**config.mk**
```make
export PLATFORM = sky130hd
export DESIGN_NAME = cfg_set_ctrl
export DESIGN_NICKNAME = d
export VERILOG_FILES = /design/src/design/cfg_set_pkg.sv /design/src/design/cfg_set_ctrl.sv /design/src/design/cfg_nv_store.sv /design/src/design/cfg_active_set.sv
export SDC_FILE = /design/constraint.sdc
export NUM_CORES = 2
export LEC_CHECK = 0
export BUFFER_PORTS_ARGS = -buffer_cell sky130_fd_sc_hd__buf_2
export CAP_MARGIN = 25
export CELL_PAD_IN_SITES_DETAIL_PLACEMENT = 1
export CELL_PAD_IN_SITES_GLOBAL_PLACEMENT = 2
export CORE_ASPECT_RATIO = 1.1
export CORE_MARGIN = 8
export CORE_UTILIZATION = 40
export CTS_CLUSTER_SIZE = 10
export DETAILED_ROUTE_END_ITERATION = 7
export PLACE_DENSITY_LB_ADDON = 0.1
export SYNTH_ARGS = -nofsm -noshare
export SYNTH_HDL_FRONTEND = slang
export SYNTH_HIERARCHICAL = 1
export SYNTH_SLANG_ARGS = --single-unit
```
**constraint.sdc**
```tcl
create_clock -name ref_clk -period 11.01 [get_ports ref_clk]
set_input_delay 0.5505 -clock ref_clk [delete_from_list [all_inputs] [get_ports ref_clk]]
set_output_delay 0.5505 -clock ref_clk [all_outputs]
set_load 0.02 [all_outputs]
```
**src/design/cfg_set_pkg.sv**
```systemverilog
// Purpose: Shared constants and types for the configuration set store and recall block
// Assumes: APB with 32-bit data, one aligned word per register
// Notes:   Slot encoding: 0 factory default, 1..3 user slots
package cfg_set_pkg;

  // Register byte offsets
  localparam logic [7:0] ctrl_off       = 8'h00;
  localparam logic [7:0] status_off     = 8'h04;
  localparam logic [7:0] slot_sel_off   = 8'h08;
  localparam logic [7:0] startup_sel_off = 8'h0c;
  localparam logic [7:0] param_idx_off  = 8'h10;
  localparam logic [7:0] param_data_off = 8'h14;
  localparam logic [7:0] lut_idx_off    = 8'h18;
  localparam logic [7:0] lut_data_off   = 8'h1c;

  // Control register fields (write one to trigger)
  localparam int store_bit   = 0;
  localparam int recall_bit  = 1;
  localparam int restart_bit = 2;

  // Status register fields
  localparam int busy_bit      = 0;
  localparam int refused_bit   = 1;
  localparam int ignored_bit   = 2;
  localparam int acq_bit       = 3;
  localparam int restarting_bit = 4;

  // Slot encodings and reset values
  localparam logic [1:0] slot_default = 2'h0;
  localparam logic [1:0] slot_user1   = 2'h1;
  localparam logic [1:0] slot_sel_rst = 2'h1;
  localparam logic [1:0] startup_rst  = 2'h0;

  // Software restart hold time in cycles
  localparam int restart_cycles = 16;

  typedef enum logic [2:0] {
    st_boot    = 3'b000,
    st_copy    = 3'b001,
    st_idle    = 3'b010,
    st_restart = 3'b011
  } ctl_state_t;

  typedef enum logic [1:0] {
    op_load  = 2'b00,
    op_store = 2'b01,
    op_none  = 2'b10
  } copy_op_t;

  typedef struct packed {
    logic        psel;
    logic        penable;
    logic        pwrite;
    logic [7:0]  paddr;
    logic [31:0] pwdata;
  } apb_req_t;

  typedef struct packed {
    logic [31:0] prdata;
    logic        pready;
    logic        pslverr;
  } apb_rsp_t;

endpackage : cfg_set_pkg

```
**src/design/cfg_set_ctrl.sv**
```systemverilog
// Purpose: Configuration set manager with store, recall, startup load and soft restart
// Assumes: APB slave, single clock, acquiring input synchronous to ref_clk
// Notes:   Copies move one word per cycle between working set and slots
//
// Overview of operation
// [RULE1] The working set lives in volatile storage and is cleared by every reset.
// [RULE2] The factory set is fixed in non-volatile storage and cannot be written.
// [RULE3] Three user slots numbered one to three keep their contents across reset.
// [RULE4] Luminance table entries are never saved into a user slot.
// [RULE5] After power-on and every reset the startup set is copied into the working set.
// [RULE6] Writing one to the store trigger copies the working set into the selected slot.
// [RULE7] A store overwrites every word that the selected slot held.
// [RULE8] Writing one to the recall trigger copies the selected set into the working set.
// [RULE9] Recalled values drive the operating outputs as soon as the copy is done.
// [RULE10] A recall is accepted only while the camera is not acquiring lines.
// [RULE11] The startup selector takes the factory set or user slots one to three.
// [RULE12] A soft restart clears volatile settings, keeps power, then reloads startup set.
// [RULE13] After a soft restart the host waits for the camera to reappear before access.
// [RULE14] Encoding zero is the factory set; a store with zero selected is ignored.
`timescale 1ns/1ps
module cfg_set_ctrl
  import cfg_set_pkg::*;
#(
  parameter int WORDS    = 8,
  parameter int LUT_SIZE = 4
)
(
  // Clock and reset
  input  wire logic                ref_clk,
  input  wire logic                rst_n,
  input  wire logic                clk_en,
  // APB slave
  input  wire apb_req_t            apb_req,
  output      apb_rsp_t            apb_rsp,
  // Camera state
  input  wire logic                acquiring,
  // Working parameters and status
  output      logic [WORDS*32-1:0] active_params,
  output      logic [LUT_SIZE*32-1:0] lut_params,
  output      logic                cfg_ready,
  output      logic                soft_restart_command
);

  localparam int AW = (WORDS > 1) ? $clog2(WORDS) : 1;
  localparam int LW = (LUT_SIZE > 1) ? $clog2(LUT_SIZE) : 1;

  // Elaboration checks on the parameters
  if (WORDS < 1 || WORDS > 256)
  begin : g_bad_words
    $error("cfg_set_ctrl: WORDS out of range");
  end
  if (LUT_SIZE < 1 || LUT_SIZE > 256)
  begin : g_bad_lut
    $error("cfg_set_ctrl: LUT_SIZE out of range");
  end

  ctl_state_t      state_r;
  copy_op_t        op_r;
  logic [1:0]      copy_slot_r;
  logic [AW-1:0]   copy_idx_r;
  logic [1:0]      slot_sel_r;
  logic [1:0]      startup_sel_r;
  logic [AW-1:0]   param_idx_r;
  logic [LW-1:0]   lut_idx_r;
  logic            refused_r;
  logic            ignored_r;
  logic [7:0]      restart_cnt_r;
  logic            active_wr;
  logic [AW-1:0]   active_addr;
  logic [31:0]     active_din;
  logic            active_clear;
  logic [1:0]      nv_slot;
  logic [AW-1:0]   nv_addr;
  logic            nv_wr;
  logic [31:0]     nv_rdata;
  logic [WORDS*32-1:0] set_flat;
  logic [LUT_SIZE*32-1:0] lut_r;
  logic            wr_acc;
  logic            sw_param_wr;
  logic            store_req;
  logic            recall_req;
  logic            restart_req;
  logic            idle;

  // Decode of one register address
  function automatic logic hit(input logic [7:0] a, input logic [7:0] off);
    hit = (a == off);
  endfunction : hit

  assign wr_acc = clk_en && apb_req.psel && apb_req.penable && apb_req.pwrite;
  assign idle   = (state_r == st_idle);

  // [RULE6] store trigger
  assign store_req   = wr_acc && hit(apb_req.paddr, ctrl_off) && apb_req.pwdata[store_bit];
  // [RULE8] recall trigger
  assign recall_req  = wr_acc && hit(apb_req.paddr, ctrl_off) && apb_req.pwdata[recall_bit]
                       && !apb_req.pwdata[store_bit];
  assign restart_req = wr_acc && hit(apb_req.paddr, ctrl_off) && apb_req.pwdata[restart_bit];
  assign sw_param_wr = wr_acc && idle && hit(apb_req.paddr, param_data_off);

  // Working set write source
  always_comb
  begin
    active_wr    = 1'b0;
    active_addr  = param_idx_r;
    active_din   = apb_req.pwdata;
    active_clear = (state_r == st_restart);
    if (state_r == st_copy && op_r == op_load)
    begin
      active_wr   = 1'b1;
      active_addr = copy_idx_r;
      active_din  = nv_rdata;
    end
    else if (sw_param_wr)
      active_wr = 1'b1;
  end

  // Slot storage access
  always_comb
  begin
    nv_slot = copy_slot_r;
    nv_addr = copy_idx_r;
    // [RULE7] every word rewritten
    nv_wr   = (state_r == st_copy) && (op_r == op_store);
  end

  cfg_active_set #(
    .WORDS (WORDS),
    .DW    (32),
    .AW    (AW)
  ) u_active (
    .ref_clk  (ref_clk),
    .rst_n    (rst_n),
    .clk_en   (clk_en),
    .clear    (active_clear),
    .wr_en    (active_wr),
    .wr_addr  (active_addr),
    .wr_data  (active_din),
    .set_flat (set_flat)
  );

  // [RULE4] table kept out of saves
  cfg_nv_store #(
    .WORDS (WORDS),
    .DW    (32),
    .AW    (AW)
  ) u_nv (
    .ref_clk (ref_clk),
    .clk_en  (clk_en),
    .slot    (nv_slot),
    .addr    (nv_addr),
    .wr_en   (nv_wr),
    .wr_data (set_flat[32*32'(copy_idx_r) +: 32]),
    .rd_data (nv_rdata)
  );

  // Control state machine
  always_ff @(posedge ref_clk or negedge rst_n)
  begin
    if (!rst_n)
    begin
      state_r       <= st_boot;
      op_r          <= op_none;
      copy_slot_r   <= startup_rst;
      copy_idx_r    <= '0;
      restart_cnt_r <= '0;
      refused_r     <= 1'b0;
      ignored_r     <= 1'b0;
    end
    else if (clk_en)
    begin
      case (state_r)
        st_boot:
        begin
          // [RULE5] load startup set
          state_r     <= st_copy;
          op_r        <= op_load;
          copy_slot_r <= startup_sel_r;
          copy_idx_r  <= '0;
        end
        st_copy:
        begin
          if (copy_idx_r == AW'(WORDS - 1))
          begin
            state_r <= st_idle;
            op_r    <= op_none;
          end
          else
            copy_idx_r <= copy_idx_r + 1'b1;
        end
        st_idle:
        begin
          if (restart_req)
          begin
            // [RULE12] soft restart
            state_r       <= st_restart;
            restart_cnt_r <= '0;
          end
          else if (store_req)
          begin
            // [RULE14] store to default ignored
            if (slot_sel_r == slot_default)
              ignored_r <= 1'b1;
            else
            begin
              state_r     <= st_copy;
              op_r        <= op_store;
              copy_slot_r <= slot_sel_r;
              copy_idx_r  <= '0;
              ignored_r   <= 1'b0;
            end
          end
          else if (recall_req)
          begin
            // [RULE10] recall only when idle
            if (acquiring)
              refused_r <= 1'b1;
            else
            begin
              // [RULE9] recalled values take over
              state_r     <= st_copy;
              op_r        <= op_load;
              copy_slot_r <= slot_sel_r;
              copy_idx_r  <= '0;
              refused_r   <= 1'b0;
            end
          end
        end
        st_restart:
        begin
          if (restart_cnt_r == 8'(restart_cycles - 1))
          begin
            state_r   <= st_boot;
            refused_r <= 1'b0;
            ignored_r <= 1'b0;
          end
          else
            restart_cnt_r <= restart_cnt_r + 8'h01;
        end
        default:
          state_r <= st_boot;
      endcase
    end
  end

  // Selectors and index registers
  always_ff @(posedge ref_clk or negedge rst_n)
  begin
    if (!rst_n)
    begin
      slot_sel_r    <= slot_sel_rst;
      startup_sel_r <= startup_rst;
      param_idx_r   <= '0;
      lut_idx_r     <= '0;
    end
    // [RULE12] slot selector and index registers dropped, startup selector kept
    else if (clk_en && state_r == st_restart)
    begin
      slot_sel_r  <= slot_sel_rst;
      param_idx_r <= '0;
      lut_idx_r   <= '0;
    end
    else if (clk_en && idle && wr_acc)
    begin
      if (hit(apb_req.paddr, slot_sel_off))
        slot_sel_r <= apb_req.pwdata[1:0];
      // [RULE11] startup selector
      else if (hit(apb_req.paddr, startup_sel_off))
        startup_sel_r <= apb_req.pwdata[1:0];
      else if (hit(apb_req.paddr, param_idx_off))
        param_idx_r <= apb_req.pwdata[AW-1:0];
      else if (hit(apb_req.paddr, lut_idx_off))
        lut_idx_r <= apb_req.pwdata[LW-1:0];
    end
  end

  // [RULE4] volatile table, lost on restart
  always_ff @(posedge ref_clk or negedge rst_n)
  begin
    if (!rst_n)
      lut_r <= '0;
    else if (clk_en)
    begin
      if (state_r == st_restart)
        lut_r <= '0;
      else if (wr_acc && idle && hit(apb_req.paddr, lut_data_off))
        lut_r[32*32'(lut_idx_r) +: 32] <= apb_req.pwdata;
    end
  end

  // APB answer, wait state free
  always_ff @(posedge ref_clk or negedge rst_n)
  begin
    if (!rst_n)
      apb_rsp <= '0;
    else if (clk_en)
    begin
      apb_rsp.pready  <= apb_req.psel && !apb_req.penable;
      apb_rsp.pslverr <= 1'b0;
      apb_rsp.prdata  <= '0;
      if (apb_req.psel && !apb_req.penable && !apb_req.pwrite)
      begin
        if (hit(apb_req.paddr, status_off))
          apb_rsp.prdata <= {27'h0, state_r == st_restart, acquiring, ignored_r,
                             refused_r, !idle};
        else if (hit(apb_req.paddr, slot_sel_off))
          apb_rsp.prdata <= {30'h0, slot_sel_r};
        else if (hit(apb_req.paddr, startup_sel_off))
          apb_rsp.prdata <= {30'h0, startup_sel_r};
        else if (hit(apb_req.paddr, param_idx_off))
          apb_rsp.prdata <= 32'(param_idx_r);
        else if (hit(apb_req.paddr, param_data_off))
          apb_rsp.prdata <= set_flat[32*32'(param_idx_r) +: 32];
        else if (hit(apb_req.paddr, lut_idx_off))
          apb_rsp.prdata <= 32'(lut_idx_r);
        else if (hit(apb_req.paddr, lut_data_off))
          apb_rsp.prdata <= lut_r[32*32'(lut_idx_r) +: 32];
        else if (!hit(apb_req.paddr, ctrl_off))
          apb_rsp.pslverr <= 1'b1;
      end
      else if (apb_req.psel && !apb_req.penable)
      begin
        if (!(hit(apb_req.paddr, ctrl_off) || hit(apb_req.paddr, slot_sel_off)
              || hit(apb_req.paddr, startup_sel_off) || hit(apb_req.paddr, param_idx_off)
              || hit(apb_req.paddr, param_data_off) || hit(apb_req.paddr, lut_idx_off)
              || hit(apb_req.paddr, lut_data_off)))
          apb_rsp.pslverr <= 1'b1;
      end
    end
  end

  // Registered outputs
  always_ff @(posedge ref_clk or negedge rst_n)
  begin
    if (!rst_n)
    begin
      active_params        <= '0;
      lut_params           <= '0;
      cfg_ready            <= 1'b0;
      soft_restart_command <= 1'b0;
    end
    else if (clk_en)
    begin
      // [RULE9] working set drives operation
      active_params        <= set_flat;
      lut_params           <= lut_r;
      cfg_ready            <= idle;
      // [RULE13] host sees device gone
      soft_restart_command <= (state_r == st_restart);
    end
  end

endmodule : cfg_set_ctrl

```
**src/design/cfg_nv_store.sv**
```systemverilog
// Purpose: Non-volatile slot storage: one read-only factory set and three user slots
// Assumes: Contents survive reset; factory set is fixed by parameter
// Notes:   Writes to slot zero are dropped
`timescale 1ns/1ps
module cfg_nv_store
  import cfg_set_pkg::*;
#(
  parameter int WORDS   = 8,
  parameter int DW      = 32,
  parameter int AW      = 3,
  parameter logic [DW-1:0] FACTORY_BASE = 32'h0000_1000
)
(
  // Clock
  input  wire logic          ref_clk,
  input  wire logic          clk_en,
  // Access
  input  wire logic [1:0]    slot,
  input  wire logic [AW-1:0] addr,
  input  wire logic          wr_en,
  input  wire logic [DW-1:0] wr_data,
  output      logic [DW-1:0] rd_data
);

  // Elaboration check on the address width
  if ((1 << AW) < WORDS)
  begin : g_bad_aw
    $error("cfg_nv_store: AW too small for WORDS");
  end

  // Three user slots, no reset so contents persist
  logic [DW-1:0] user_mem [0:3*WORDS-1];

  // Factory set generated as constants
  function automatic logic [DW-1:0] factory_word(input logic [AW-1:0] a);
    factory_word = FACTORY_BASE + DW'(a);
  endfunction : factory_word

  // [RULE3] three user slots
  always_ff @(posedge ref_clk)
  begin
    // [RULE2] factory set read only
    if (clk_en && wr_en && slot != slot_default)
      user_mem[(32'(slot) - 1) * WORDS + 32'(addr)] <= wr_data;
  end

  always_comb
  begin
    if (slot == slot_default)
      rd_data = factory_word(addr);
    else
      rd_data = user_mem[(32'(slot) - 1) * WORDS + 32'(addr)];
  end

endmodule : cfg_nv_store

```
**src/design/cfg_active_set.sv**
```systemverilog
// Purpose: Volatile working parameter set
// Assumes: Cleared by any reset or software restart
// Notes:   Single write port, flat output
`timescale 1ns/1ps
module cfg_active_set
  import cfg_set_pkg::*;
#(
  parameter int WORDS = 8,
  parameter int DW    = 32,
  parameter int AW    = 3
)
(
  // Clock and reset
  input  wire logic              ref_clk,
  input  wire logic              rst_n,
  input  wire logic              clk_en,
  input  wire logic              clear,
  // Write port
  input  wire logic              wr_en,
  input  wire logic [AW-1:0]     wr_addr,
  input  wire logic [DW-1:0]     wr_data,
  // Contents
  output      logic [WORDS*DW-1:0] set_flat
);

  genvar g;
  generate
    for (g = 0; g < WORDS; g++)
    begin : g_word
      // [RULE1] volatile, lost on reset
      always_ff @(posedge ref_clk or negedge rst_n)
      begin
        if (!rst_n)
          set_flat[g*DW +: DW] <= '0;
        else if (clk_en)
        begin
          if (clear)
            set_flat[g*DW +: DW] <= '0;
          else if (wr_en && wr_addr == AW'(g))
            set_flat[g*DW +: DW] <= wr_data;
        end
      end
    end
  endgenerate

endmodule : cfg_active_set

```
Word-level counts from Yosys, hierarchy flattened
Memories as Yosys holds them, arrays and structs flattened.
Cells that the tools add are included.

word-level totals
  bits of input ports = 47
  bits in registers = 833
  memory bits (writable) = 768
  output and inout bits = 420
  memories = 1

cells by class
  bitwise gates (word level) = 2
  reductions and logical operators = 81
  shifts and indexed selects = 5
  add/sub/neg operators = 6
  multiplexer cells = 100
  equal/unequal tests = 38

memory list
  memory         words  bits a word  read ports  clocked after Yosys merged registers in  wr ports  RTL line            source
  u_nv.user_mem  24     32           1           0                                        1         cfg_nv_store.sv:32  logic [DW-1:0] user_mem [0:3*WORDS-1];

operator list
  cell                         count
  $mux W32                     26
  $shiftx A256 B9 Y32          2
  $mux W128                    2
  $bwmux W128                  1
  $shift A32 B34 Y128 const A  1
  $shiftx A128 B8 Y32          1
  $shiftx A32 B34 Y128         1
  $mux W3                      19
  $mux W2                      20
  $neg A7 Y34                  1
  $eq A8 B5 Y1 const B         4
  $reduce_bool A2 Y1           16
  $logic_and A1 B1 Y1          28
  $eq A8 B4 Y1 const B         3
  $mux W1                      23
  $ne A2 B2 Y1 const B         10
  $reduce_and A2 Y1            10
  $reduce_and A6 Y1            3
  $mux W8                      2
  $pmux W8 S2                  1
  $eq A3 B3 Y1 const B         5
  $add A13 B3 Y14 const A      1
  $reduce_and A7 Y1            2
  $eq A3 B2 Y1 const B         4
  24 further kinds             46

Longest topological paths before layout
  word-level depth = 10
  depth in mapped cells = 13

Hierarchy
Netlist, hierarchy kept.

by module, submodules not included
  module          area an instance (um^2)  times used  cells an instance
  cfg_nv_store    29650.9                  1           1385
  cfg_set_ctrl    27650.3                  1           2063
  cfg_active_set  12542.0                  1           1184

Least setup slack after synthesis
No wires, ideal clock.

  path type = register -> register
  from = register copy_slot_r[0]
  to = memory u_nv.user_mem[1][0] (enable)
  path buffers = 2
  path slack = 7.528 ns
  clock period less this slack = 3.482 ns
  arrival = 3.061 ns
  cell stages (with the launch flop) = 8
  cells stage by stage = dfrtp_1 buf_2 inv_1 ha_1 nand3b_1 or3b_2 clkbuf_1 nor2_1

on the way
  longest elaborated chain between the ends = 4

ends and longest elaborated chain
  what                                                                   RTL line             source
  from (decl)                                                            cfg_set_ctrl.sv:59   logic [1:0] copy_slot_r;
  from (signal assigned)                                                 cfg_set_ctrl.sv:164  copy_slot_r <= startup_rst;
  from (signal assigned)                                                 cfg_set_ctrl.sv:178  copy_slot_r <= startup_sel_r;
  from (signal assigned)                                                 cfg_set_ctrl.sv:208  copy_slot_r <= slot_sel_r;
  parallel branches: the longest is 4 deep, another holds $add A5 B3 Y5  -
  to (decl)                                                              cfg_nv_store.sv:32

Several ways; the timed one is not identified.

Final worst setup path
  from = register copy_idx_r[0]
  to = register u_active.set_flat[65]

on the way
  longest elaborated chain between the ends = 6

ends and longest elaborated chain
  what                             RTL line              source
  from (decl)                      cfg_set_ctrl.sv:60    logic [AW-1:0] copy_idx_r;
  from (signal assigned)           cfg_set_ctrl.sv:189   copy_idx_r <= copy_idx_r + 1'b1;
  $add A5 B3 Y5                    cfg_nv_store.sv:52    rd_data = user_mem[(32'(slot) - 1) * WORDS + 32'(addr)];
  $mem_v2 Z24 W32                  -
  $mux W32 *                       cfg_nv_store.sv:49    if (slot == slot_default)
  via nv_rdata[1]                  cfg_set_ctrl.sv:75    logic [31:0] nv_rdata;
  $mux W32 *                       cfg_set_ctrl.sv:108   if (state_r == st_copy && op_r == op_load)
  via active_din[1]                cfg_set_ctrl.sv:70    logic [31:0] active_din;
  $mux W32 *                       cfg_active_set.sv:39  else if (wr_en && wr_addr == AW'(g))
  $mux W32 *                       cfg_active_set.sv:37  if (clear)
  to (signal, indexed assignment)  cfg_active_set.sv:40  set_flat[g*DW +: DW] <= wr_data;
  to (decl)                        cfg_active_set.sv:23  output logic [WORDS*DW-1:0] set_flat

Mark *: on every way through the listed nets, which the timed path passes. The rest lies on a longest branch. The select of a mux whose other input is x is not followed.
A chain may end at the register's enable or synchronous reset.

==> impl_metrics.ini <==
[clocking]
cts_max_level = 4
cts_resized = 0
clk_pin_slew_ps = 60
tritoncts = built
cts_max_path_buffers = 3
cts_buffers = 184
worst_skew_pair.late_latency_ps = 830
cts.sinks = 1600
ctsHoldBuffers = 8
cts_setup_buffers = 0
root_buffer = clkbuf_16

[critical_path]
critical_path_arrival_ps = 5640
cp_slowest_cell = dfrtp_4
crit_top_cell = buf_4
required_ps = 11670
crit_path_end = u_active/set_flat[65]
max_stage_delay_ps = 830
reg2reg_from = copy_idx_r[0]
endpoint_kind = register
r2r_end = u_active/set_flat[65]
r2r_cells = 10
crit_cells = 10
start_kind = register
cp_max_fo = 36
reg2reg_setup_slack_ps = 6020
cpLargestDelayFamily = buffers and inverters
path_cells = buf_4, buf_4, and2_1, buf_4, a32oi_1, o211ai_1, nand4_1, mux2_2, nand3b_1, o221ai_1
critPathLaunch = copy_idx_r[0]
path_buf_inv = 3
worstSetupPathType = reg2reg

[final_layout]
drive_gt1_share_pct = 31.7
area_growth_syn_to_layout_pct = 14.9
nets = 5119
final_util_pct = 46.0

[global_route]
grt_pass1_wl_um = 351000
grt_usage_pct = 25.6
grt_max_degree = 149
grt_overflow = 0
antenna_found_initial = 8
grt_pass1_vias = 45400

[routing]
viasPerCell = 5.89
drc = 0
drt-total-wl_um = 246000
vias = 43800
ant_nets = 0
firstDrtPassIters = 5
wl_per_cell_um = 33.1
drtIter0Drc = 3604

[synth]
synth_edf_count = 768
synth_cells = 4632
yosysSeqAreaShare_pct = 62.8
syn-mean-instance-area_um2 = 15.1
synth-seq-cells = 1600
ys.warnings.count = 6
syn_area_um2 = 69800
yosys_most_used_dff = dfrtp_1
async_flop_share_pct = 52.0
synth_cell_types = 86
syn-num-nets = 4695

[timing]
max_freq_ghz = 0.201
slew_headroom_pct = 28.6
rsz0062_at_grt = no
hold_violations = 0
setup_viol = 0
post-route-min-period_ps = 4990
finalMaxSlewViolations = 0
finalCritPeriodShare_pct = 45.3
finClkSkew_ps = 52.0
setup-tns-final_ps = 0
worstMarginPinSlew_ps = 1070

[power_and_ir_drop]
p_per_area_nw_per_um2 = 276
peakVddDrop_mv = 0.183
leakage_nw = 30.2

[floorplanning]
die_area_um2 = 188000
start_util_pct = 40.1
dieHeight_um = 454
fp.dieW_um = 414
num_rows = 161
core_um2 = 174000
io-pin-count = 467

[place]
portBuffers = 466
place_hpwl_um = 160000
gp_congestion = 0.796

[outcome]
status = completed

[min_path]
min_from = apb_req[5]
hold_class = in2reg

[flow_run]
drv_cap = 0
cell usage in the layout, fill, tap and decap left out, types with 24 or more instances in the layout:
master     count
a21oi_1       49
buf_2        464
buf_4        115
clkbuf_1      71
clkbuf_16    185
dfrtp_1      822
edfxtp_1     768
inv_1        299
mux2_2       461
mux2i_1      165
mux4_2       275
nand2_1      307
nand3_1       48
nand3b_1     272
nor2_1        43
nor2_4        24
o21ai_1      114
o221ai_1     266
o221ai_2      30
o22ai_1       47
tightest hold or removal path, stage by stage:
cell and delay, ps:
buf_2 170, nand2_1 80, o21ai_1 50
layer usage:
| metal | track usage [%] | up-vias | part of all wire, % |
|---|---|---|---|
| met4 | 10.1 | 0 | 4.2 |
| met1 | 33.7 | 23800 | 42 |
| li1 | - | 18600 | - |
| met3 | 3.44 | 322 | 4.6 |
| met5 | 0 | - | 0 |
| met2 | 43.1 | 1196 | 49 |
cell usage after synthesis (20+ instances only):
cell	n	area, um^2
a21oi_1	49	245
o221ai_1	266	2330
inv_1	299	1120
o21ai_0	22	110
nand3b_1	272	2040
nand3_1	49	245
nor2_1	67	251
nor3_1	20	100
o221ai_2	30	450
buf_2	66	330
buf_1	25	93.8
mux4_1	21	552
o21ai_1	114	571
o22ai_1	47	294
mux2_2	461	5190
nand2_1	307	1150
a22oi_1	23	173
buf_6	20	225
mux4_2	275	6190
a211oi_1	23	173
edfxtp_1	768	23100
dfrtp_1	830	20800
clkbuf_1	224	841
mux2i_1	165	1650
worst min path at each step:
stage	to	slack, ps	cells past startpoint
3_3_place_gp	apb_rsp[1]	470	1
5_1_grt	lut_r[55]	40	3
2_1_floorplan	active_params[0]	250	0
6_report	lut_r[101]	70	3
4_1_cts	lut_r[101]	5	3
3_5_place_dp	apb_rsp[13]	480	2
sequential cells by signal (all words and copies together), names as in the netlist, 3 cells and up:
name / count
active_params: 256
apb_rsp: 34
copy_idx_r: 3
lut_params: 128
lut_r: 128
param_idx_r: 3
restart_cnt_r: 8
u_active/set_flat: 256
u_nv/user_mem: 768
area by class of cell:
class                   instances  area, um^2
fillers                     17000       94000
flip-flops and latches       1600       43900
multi-input cells            2373       23400
clock buffers                 270        5090
repair buffers                596        3450
well taps                    2282        2860
inverters                     301        1130
clock inverters                18         345
diodes                          1        2.50
logic make-up (layout without fill, tap and decap cells):
family          count (synthesis)  after routing  share of synthesized area (%)
flops                        1600           1600                           62.8
mux                           922            922                           19.5
simple gates                  790            790                           6.27
buf+inv                       659           1185                           4.06
compound gates                644            644                           7.08
fa+ha+maj                      16             16                          0.287
xor+xnor                        1              1                         0.0125
other cells                     0              1                              0
through the flow:
step | hold WS, ps | worst slack [ps] | cells | power, mW | cell area [um^2]
after floorplan | 255 | 7530 | 4632 | 13.3 | 69800
after global routing | 40.1 | 5740 | 7441 | 23.1 | 80200
after global placement | 468 | 5990 | 7139 | 16.4 | 74600
after detailed placement | 475 | 5990 | 7141 | 16.6 | 74600
after CTS | 4.67 | 5980 | 7437 | 22.4 | 80100
final | 71.4 | 6020 | 7441 | 22.1 | 80200
report_power, final:
part | leakage, nW | switching (mW) | internal, mW
registers | 16.4 | 1.29 | 8.00
logic | 11.2 | 4.48 | 2.64
clock network | 2.62 | 2.50 | 3.21
Power figures use the tool's default switching activity.
